`config.mk`:
```
export PLATFORM = sky130hd
export DESIGN_NAME = ciop_port_modes
export DESIGN_NICKNAME = d
export VERILOG_FILES = /design/src/ciop_pkg.sv /design/src/ciop_port_modes.sv
export SDC_FILE = /design/constraint.sdc
export NUM_CORES = 1
export LEC_CHECK = 0
export ABC_AREA = 1
export BUFFER_PORTS_ARGS = -buffer_cell sky130_fd_sc_hd__buf_2
export CORE_UTILIZATION = 55
export DETAILED_ROUTE_END_ITERATION = 8
export PLACE_DENSITY = 0.88
export SLEW_MARGIN = 20
export SYNTH_ARGS = -nofsm -noshare
export SYNTH_HDL_FRONTEND = slang
export SYNTH_SLANG_ARGS = --single-unit
```
`constraint.sdc`:
```
create_clock -name CLK -period 27.8 [get_ports CLK]
set_clock_uncertainty 0.1 [all_clocks]
set_input_delay 1.39 -clock CLK [delete_from_list [all_inputs] [get_ports CLK]]
set_output_delay 1.39 -clock CLK [all_outputs]
set_load 0.03 [all_outputs]
```
`src/ciop_pkg.sv`:
```
`default_nettype none
package ciop_pkg;

  // ------------------------------------------------------------
  // Geometry
  // ------------------------------------------------------------
  localparam int PORTS = 4;
  localparam int PIN_W = 8;
  localparam int NPINS = PORTS * PIN_W;

  // ------------------------------------------------------------
  // Register offsets
  // ------------------------------------------------------------
  localparam logic [7:0] OFS_P1_DATA = 8'h90;
  localparam logic [7:0] OFS_P2_DATA = 8'ha0;
  localparam logic [7:0] OFS_P3_DATA = 8'hb0;
  localparam logic [7:0] OFS_P4_DATA = 8'hc0;
  localparam logic [7:0] OFS_P1_MSA = 8'hc2;
  localparam logic [7:0] OFS_P1_MSB = 8'hc3;
  localparam logic [7:0] OFS_P2_MSA = 8'hc4;
  localparam logic [7:0] OFS_P2_MSB = 8'hc5;
  localparam logic [7:0] OFS_P3_MSA = 8'hc6;
  localparam logic [7:0] OFS_P3_MSB = 8'hc7;
  localparam logic [7:0] OFS_P4_MSA = 8'hbe;
  localparam logic [7:0] OFS_P4_MSB = 8'hbf;

  // ------------------------------------------------------------
  // Reset values and pin masks
  // ------------------------------------------------------------
  localparam logic [7:0] LATCH_RST = 8'hff;
  localparam logic [7:0] MODE_A_INPUT = 8'hff;
  localparam logic [7:0] MODE_B_INPUT = 8'h00;
  localparam logic [7:0] MODE_A_QUASI = 8'h00;
  // Analog inputs sit on port 2 bits 4..7
  localparam logic [NPINS-1:0] ANALOG_MASK = 32'h0000_f000;
  // Wake pins: port 3 bits 2,3,6 and port 4 bits 0,1
  localparam logic [NPINS-1:0] WAKE_MASK = 32'h034c_0000;
  localparam int P2_IDX = 1;
  localparam int P1_LO = 0;

  // ------------------------------------------------------------
  // Strong pull-up burst, in CPU clocks
  // ------------------------------------------------------------
  localparam logic [1:0] STRONG_CYCLES = 2'h2;

  // ------------------------------------------------------------
  // Types
  // ------------------------------------------------------------
  typedef enum logic [1:0] {
    MODE_QUASI,
    MODE_PUSH,
    MODE_INPUT,
    MODE_OPEN
  } ciop_mode_type;

  typedef enum logic [1:0] {
    FLD_DATA,
    FLD_MSA,
    FLD_MSB,
    FLD_NONE
  } ciop_field_type;

endpackage
`default_nettype wire

```
`src/ciop_port_modes.sv`:
```
`default_nettype none
module ciop_port_modes
  import ciop_pkg::*;
(
  // Clock and reset
  input wire logic CLK,
  input wire logic RST_N,
  // Register port
  input wire logic [7:0] ADDR,
  input wire logic [7:0] WDATA,
  input wire logic WR,
  input wire logic RD,
  input wire logic RMW,
  output logic [7:0] RDATA,
  // Configuration and power state
  input wire logic TRISTATE_FUSE,
  input wire logic POWER_DOWN,
  input wire logic [ciop_pkg::PIN_W-1:0] GENERAL_PURPOSE_IRQ_INPUT,
  // Pins, port 1 in bits 7..0 up to port 4 in bits 31..24
  input wire logic [ciop_pkg::NPINS-1:0] PIN_IN,
  output logic [ciop_pkg::NPINS-1:0] PU_VERY_WEAK,
  output logic [ciop_pkg::NPINS-1:0] PU_WEAK,
  output logic [ciop_pkg::NPINS-1:0] PU_STRONG,
  output logic [ciop_pkg::NPINS-1:0] PD_STRONG,
  output logic [ciop_pkg::NPINS-1:0] IBUF_EN
);
  import ciop_pkg::*;

  // ------------------------------------------------------------
  // Decoders
  // ------------------------------------------------------------

  // Two mode bits to a pin mode
  function automatic ciop_mode_type mode_of(input logic a,
                                            input logic b);
    unique case ({a, b})
      2'b00: mode_of = MODE_QUASI;
      2'b01: mode_of = MODE_PUSH;
      2'b10: mode_of = MODE_INPUT;
      2'b11: mode_of = MODE_OPEN;
    endcase
  endfunction

  // Address to field kind
  function automatic ciop_field_type field_of(input logic [7:0] a);
    unique case (a)
      OFS_P1_DATA, OFS_P2_DATA, OFS_P3_DATA, OFS_P4_DATA:
        field_of = FLD_DATA;
      OFS_P1_MSA, OFS_P2_MSA, OFS_P3_MSA, OFS_P4_MSA:
        field_of = FLD_MSA;
      OFS_P1_MSB, OFS_P2_MSB, OFS_P3_MSB, OFS_P4_MSB:
        field_of = FLD_MSB;
      default:
        field_of = FLD_NONE;
    endcase
  endfunction

  // Address to port number
  function automatic logic [1:0] port_of(input logic [7:0] a);
    unique case (a)
      OFS_P1_DATA, OFS_P1_MSA, OFS_P1_MSB: port_of = 2'h0;
      OFS_P2_DATA, OFS_P2_MSA, OFS_P2_MSB: port_of = 2'h1;
      OFS_P3_DATA, OFS_P3_MSA, OFS_P3_MSB: port_of = 2'h2;
      default: port_of = 2'h3;
    endcase
  endfunction

  // ------------------------------------------------------------
  // Reset release
  // ------------------------------------------------------------

  // Release is synchronised so all state leaves reset together
  logic rst_meta_reg;
  logic rst_n_sync;

  always_ff @(posedge CLK or negedge RST_N) begin
    if (!RST_N) begin
      rst_meta_reg <= 1'b0;
      rst_n_sync <= 1'b0;
    end else begin
      rst_meta_reg <= 1'b1;
      rst_n_sync <= rst_meta_reg;
    end
  end

  // ------------------------------------------------------------
  // State
  // ------------------------------------------------------------
  typedef struct packed {
    logic init;
    logic [PORTS-1:0][PIN_W-1:0] latch;
    logic [PORTS-1:0][PIN_W-1:0] msa;
    logic [PORTS-1:0][PIN_W-1:0] msb;
    logic [NPINS-1:0][1:0] burst;
    logic [7:0] rdata;
    logic [NPINS-1:0] pu_vw;
    logic [NPINS-1:0] pu_w;
    logic [NPINS-1:0] pu_s;
    logic [NPINS-1:0] pd;
    logic [NPINS-1:0] ibuf;
  } ciop_state_type;

  ciop_state_type st_reg;
  ciop_state_type st_next;

  // Flattened views of the per-port registers
  logic [NPINS-1:0] latch_flat;
  logic [NPINS-1:0] latch_new;
  logic [NPINS-1:0] msa_flat;
  logic [NPINS-1:0] msb_flat;
  logic [NPINS-1:0] sensed;
  ciop_field_type fld;
  logic [1:0] prt;

  assign fld = field_of(ADDR);
  assign prt = port_of(ADDR);
  assign latch_flat = st_reg.latch;
  // A disabled input buffer reads as low
  assign sensed = PIN_IN & st_reg.ibuf;

  // ------------------------------------------------------------
  // Next state
  // ------------------------------------------------------------
  always_comb begin
    st_next = st_reg;
    st_next.init = 1'b1;

    // Reset defaults are loaded on the first edge after release,
    // because the fuse may not be sampled under async reset
    if (!st_reg.init) begin
      for (int p = 0; p < PORTS; p++) begin
        st_next.msb[p] = MODE_B_INPUT;
        if (TRISTATE_FUSE) begin
          st_next.msa[p] = MODE_A_INPUT;
        end else begin
          st_next.msa[p] = MODE_A_QUASI;
        end
      end
      st_next.msa[P2_IDX] = st_next.msa[P2_IDX] |
        ANALOG_MASK[P2_IDX*PIN_W +: PIN_W];
    end else if (WR) begin
      // Register writes, one port and one field at a time
      unique case (fld)
        FLD_DATA: st_next.latch[prt] = WDATA;
        FLD_MSA: st_next.msa[prt] = WDATA;
        FLD_MSB: st_next.msb[prt] = WDATA;
        FLD_NONE: ;
      endcase
    end

    // Register reads; unmapped offsets read as zero
    st_next.rdata = 8'h00;
    if (RD) begin
      unique case (fld)
        FLD_DATA: begin
          if (RMW) begin
            st_next.rdata = st_reg.latch[prt];
          end else begin
            st_next.rdata = sensed[prt*PIN_W +: PIN_W];
          end
        end
        FLD_MSA: st_next.rdata = st_reg.msa[prt];
        FLD_MSB: st_next.rdata = st_reg.msb[prt];
        FLD_NONE: st_next.rdata = 8'h00;
      endcase
    end

    // Input buffers, alive in power-down only where they can wake
    st_next.ibuf = {NPINS{1'b1}};
    if (POWER_DOWN) begin
      st_next.ibuf = WAKE_MASK;
      st_next.ibuf[P1_LO +: PIN_W] = GENERAL_PURPOSE_IRQ_INPUT;
    end

    // Flat views of the updated registers, taken inside this process
    // so that no loop runs through a separate continuous assignment
    latch_new = st_next.latch;
    msa_flat = st_next.msa;
    msb_flat = st_next.msb;

    // Per-pin drivers from the mode and the latch
    for (int i = 0; i < NPINS; i++) begin
      // Strong burst counts down after a latch rise
      if (latch_new[i] && !latch_flat[i]) begin
        st_next.burst[i] = STRONG_CYCLES;
      end else if (st_reg.burst[i] != 2'h0) begin
        st_next.burst[i] = st_reg.burst[i] - 2'h1;
      end else begin
        st_next.burst[i] = 2'h0;
      end
      st_next.pu_vw[i] = 1'b0;
      st_next.pu_w[i] = 1'b0;
      st_next.pu_s[i] = 1'b0;
      st_next.pd[i] = 1'b0;
      unique case (mode_of(msa_flat[i], msb_flat[i]))
        MODE_QUASI: begin
          st_next.pu_vw[i] = latch_new[i];
          // Weak pull-up yields when an outside device pulls low
          st_next.pu_w[i] = latch_new[i] & PIN_IN[i];
          st_next.pu_s[i] = latch_new[i] &
            (st_next.burst[i] != 2'h0);
          st_next.pd[i] = ~latch_new[i];
        end
        MODE_PUSH: begin
          st_next.pu_s[i] = latch_new[i];
          st_next.pd[i] = ~latch_new[i];
        end
        MODE_INPUT: begin
          // All drivers stay off
          st_next.pu_s[i] = 1'b0;
          st_next.pd[i] = 1'b0;
        end
        MODE_OPEN: begin
          st_next.pd[i] = ~latch_new[i];
        end
      endcase
    end
  end

  // ------------------------------------------------------------
  // State register
  // ------------------------------------------------------------

  // Async reset leaves every pin tristated until defaults load
  always_ff @(posedge CLK or negedge rst_n_sync) begin
    if (!rst_n_sync) begin
      st_reg.init <= 1'b0;
      st_reg.latch <= {PORTS{LATCH_RST}};
      st_reg.msa <= {PORTS{MODE_A_INPUT}};
      st_reg.msb <= {PORTS{MODE_B_INPUT}};
      st_reg.burst <= '0;
      st_reg.rdata <= 8'h00;
      st_reg.pu_vw <= '0;
      st_reg.pu_w <= '0;
      st_reg.pu_s <= '0;
      st_reg.pd <= '0;
      st_reg.ibuf <= {NPINS{1'b1}};
    end else begin
      st_reg <= st_next;
    end
  end

  // ------------------------------------------------------------
  // Outputs, straight from flip-flops
  // ------------------------------------------------------------
  assign RDATA = st_reg.rdata;
  assign PU_VERY_WEAK = st_reg.pu_vw;
  assign PU_WEAK = st_reg.pu_w;
  assign PU_STRONG = st_reg.pu_s;
  assign PD_STRONG = st_reg.pd;
  assign IBUF_EN = st_reg.ibuf;

endmodule
`default_nettype wire

```
Word level (Yosys, flattened, before mapping) --
Cells that the tools add are included. W data, S select, Z words.
Storage, ports and cells: flip-flop bits (word level) 331, memories kept 0, bits in read-only memories 0, input bits 63, bits in writable memories 0, bits in latches 0, word-level logic and storage cells 872
Cells by class: div/mod/pow operators 0, $lt $le $gt $ge 2, equal/unequal tests 207, multiply operators 0, mux-type cells 248, bitwise gates (word level) 97, shift-type cells 1, reductions and logical operators 232, $add $sub $neg 32
Operator list (number):
- $eq A2 B2 Y1 const B | 130
- $pmux W2 S4 | 32
- $mux W32 | 5
- $eq A2 B1 Y1 const B | 65
- $logic_not A2 Y1 | 65
- $mux W2 | 64
- $pmux W1 S2 | 64
- $reduce_bool A2 Y1 | 64
- $reduce_or A3 Y1 | 35
- $bwmux W32 | 3
- $eq A8 B8 Y1 const B | 12
- $mux W96 | 1
- $and A1 B1 Y1 | 64
- $mux W1 | 64
- $mux W64 | 1
- $sub A2 B1 Y2 const B | 32
- $mux W8 | 7
- $bmux W8 S2 | 3
- $logic_and A1 B1 Y1 | 33
- $and A32 B32 Y32 | 1
- $logic_not A1 Y1 | 32
- $not A1 Y1 | 32
- $pmux W8 S4 | 1
- $shiftx A32 B6 Y8 | 1
- other kinds (5) | 8

Longest topological paths before layout --
depth after elaboration 16, gate-level depth with buffers 16

Worst setup path after synthesis --
Ideal clock, no wire load.
kind in2reg, start input port ADDR[3], end register st_reg[178] in the netlist's numbering, arrival 2.619 ns, slack 24.967 ns, path buffers 1, stages 10, required time 27.586 ns, path through nor2_2 nand2_2 nor2_4 nand2_1 buf_2 nor2_1 a21oi_1 or2_2 nand3_1 inv_1
RTL lines:
- start, declared | line ciop_port_modes.sv:9 | input wire logic [7:0] ADDR,
- end signal, assigned | line ciop_port_modes.sv:239 | st_reg <= st_next;
- end, declared | line ciop_port_modes.sv:103 | ciop_state_type st_reg;

==> impl_metrics.yaml <==
status:
  status: "finished clean"
worst_setup_path:
  start_kind: "primary input"
  crit_buf_inv: 4
  reg2reg_slack_ps: 24670
  critPathCaptureType: "register"
  cpMaxStageDelayCell: "buf_4"
  cpMostUsedCell: "nand2_1"
  path_max_fanout: 65
  cp.depth: 16
  crit_start: "ADDR[3]"
  rr_worst_depth: 7
  crit_arrival_ps: 4040
  crit_required_ps: 28150
  cp_slowest_stage_delay_ps: 530
  crit_end: "RDATA[4]"
  path_delay_family: "simple AND/OR/NAND/NOR gates"
  reg2reg_from: "st_reg[328]"
  critPathKind: "in -> reg"
  r2r-end: "st_reg[217]"
  path_cells: "buf_2, inv_2, nand2_1, nor2_1, nand2_4, nand2_1, nor2_4, buf_4, nand2_2, buf_4, nand2_1, nand3_1, nand3_1, nand3_1, nand2_1, nor2_1"
detailed_routing:
  initialDrtViolationCount: 1276
  wl_per_cell_um: 18.95
  vias: 12340
  wl_um: 42530
  avgViaCountPerCell: 5.499
  first_pass_iters: 6
  drc: 0
  ant_nets: 0
power_and_ir_drop:
  p_sw_uw: 277.3
  power_frac_clock_pct: 41.0
  p_sw_share_pct: 27.06
  leakage_uw: 0.009310
  power_uw: 1025
  pwr-share-seq_pct: 47.2
  p_int_uw: 747.5
  comb_power_share_pct: 11.8
  ir_worst_vdd_mv: 0.04906
  cellPowerDensity_nw_per_um2: 62.80
finish:
  fillers: 2294
  syn_to_final_growth_pct: 7.183
  layout_commonest_cell: "nand2_1"
  layout_common_cells: "nand2_1, inv_1, dfrtp_1"
  final_area_um2: 16320
  fin_nets: 1941
  layout-drive-gt1-share_pct: 23.29
  largest_register_ff_count: 129
global_routing:
  grt_pass1_wl_um: 66070
  grt_usage_pct: 30.38
  grt_start_max_net_pins: 80
  use_met3_pct: 5.477
  grt_overflow: 0
  grt.busiest_layer: "met2"
  grt_pass1_vias: 12110
  grt_use_met1_pct: 39.32
  grtUsageMet2_pct: 50.82
  antenna_found_initial: 0
timing:
  tns_ps: 0
  worst_pin_slew_ps: 1025
  min_period_over_period_pct: 13.29
  post-route-min-period_ps: 3695
  final-hold-violation-count: 0
  slew_viol_final: 0
  rsz0062_at_grt: "false"
  setup_violations: 0
  layout_setup_ws_ps: 24110
  fmax_mhz: 270.7
  hold_ws_ps: 154.5
  relSlewSlack_pct: 31.70
floorplanning:
  die_w_um: 168.4
  die_h_um: 168.4
  rows: 60
  ios: 231
  core_area_um2: 27030
  dieArea_um2: 28350
  start_util_pct: 56.33
placed_design:
  gp_congestion: 0.9514
  pre_cts_ws_ps: 23600
  post-dp-hpwl_um: 30740
  place_area_um2: 15290
  placement.io_buffers: 225
synthesis:
  avgSynthCellArea_um2: 8.305
  ys_types: 37
  ys_ff_latch: 308
  ys_warn_count: 0
  netlist_area_um2: 15220
  syn_inst: 1833
  ys_seq_area_share_pct: 51.23
  synth_edf_count: 0
  async_flop_share_pct: 100.0
  synthFlopType: "dfrtp_1"
clocking:
  cts-root-buf: "clkbuf_16"
  htree_levels: 1
  cts_buffers: 31
  cts.clk_slew.worst_paths_ps: 70
  cts_buffer_depth: 3
  cts_tree: "done"
  clk_latency_ps: 580
  clock_sinks: 308
  post_cts_resized: 0
  cts_hold_buf: 0
  post_cts_buffers: 0
hold_path:
  min_path_type: "reg -> async"
job:
  drv_cap: 0
## stage by stage
step / utilization (%) / instances
2_1_floorplan: - / 1839
3_3_place_gp: 56.58 / 2186
3_5_place_dp: 56.58 / 2186
4_1_cts: 60.37 / 2243
5_1_grt: 60.37 / 2243
6_report: 60.38 / 2244
## worst min-delay path by stage
| stage | from | slack (ps) | endpoint |
|---|---|---|---|
| 2_1_floorplan | rst_meta_reg | 230 | rst_n_sync |
| 3_3_place_gp | rst_n_sync | 180 | PD_STRONG[9] |
| 3_5_place_dp | rst_n_sync | 190 | st_reg[186] |
| 4_1_cts | rst_n_sync | 180 | PU_VERY_WEAK[2] |
| 5_1_grt | rst_n_sync | 200 | PD_STRONG[11] |
| 6_report | rst_n_sync | 150 | PU_VERY_WEAK[2] |
## synthesized netlist by cell type (7+ instances only)
cell type,n,area [um2]
a21oi_1,62,310.3
a31oi_1,7,43.79
buf_2,20,100.1
buf_4,178,1336
clkbuf_1,21,78.83
dfrtp_1,235,5881
dfstp_2,73,1918
inv_1,256,960.9
inv_2,24,90.09
nand2_1,371,1393
nand2_2,8,50.05
nand3_1,196,980.9
nand3b_1,17,127.6
nand4_1,7,43.79
nor2_1,153,574.3
nor3_1,25,125.1
nor3_2,7,70.07
o211ai_1,28,210.2
o21ai_0,74,370.4
o21ai_1,8,40.04
o21ai_2,12,105.1
or2_2,15,93.84
## power by group through the flow
stage / logic, uW / clock network, uW / registers, uW
after floorplan: 91.8 / 0 / 492
after CTS: 120 / 426 / 483
after global routing: 131 / 444 / 485
after global placement: 116 / 0 / 490
final: 121 / 421 / 484
after detailed placement: 119 / 0 / 491
## cell type report
cell class,count,area (um2),share of cell area (%)
Antenna cell,1,2.502,0.01534
Clock buffer,43,860.8,5.276
Clock inverter,14,162.7,0.9969
Inverter,282,1060,6.495
Multi-Input combinational cell,1021,4808,29.47
Sequential cell,308,7802,47.82
Tap cell,341,426.7,2.615
Timing Repair Buffer,234,1194,7.315
## layer usage
| layer | share of wire [%] | vias up |
|---|---|---|
| met1 | 40 | 5933 |
| met5 | 0 | - |
| li1 | - | 5652 |
| met2 | 47 | 632 |
| met3 | 8.6 | 122 |
| met4 | 4.0 | 0 |
## worst register-to-register path: stages (launching register included)
cell and delay, ps:
dfrtp_1 1020, nand2_1 270, inv_1 230, nand3_1 470
o21ai_0 520, inv_1 150, nand2_1 110, o21ai_0 120
## kinds of logic (layout without fill, tap and decap cells)
logic type	Yosys count	count (layout)	synth area share [%]
and+or+nand+nor	819	819	24.04
buffers and inverters	510	573	17.38
DFF	308	308	51.23
AOI/OAI and AO/OA	195	195	7.323
other	1	8	0.02463
Power figures use the tool's default switching activity.
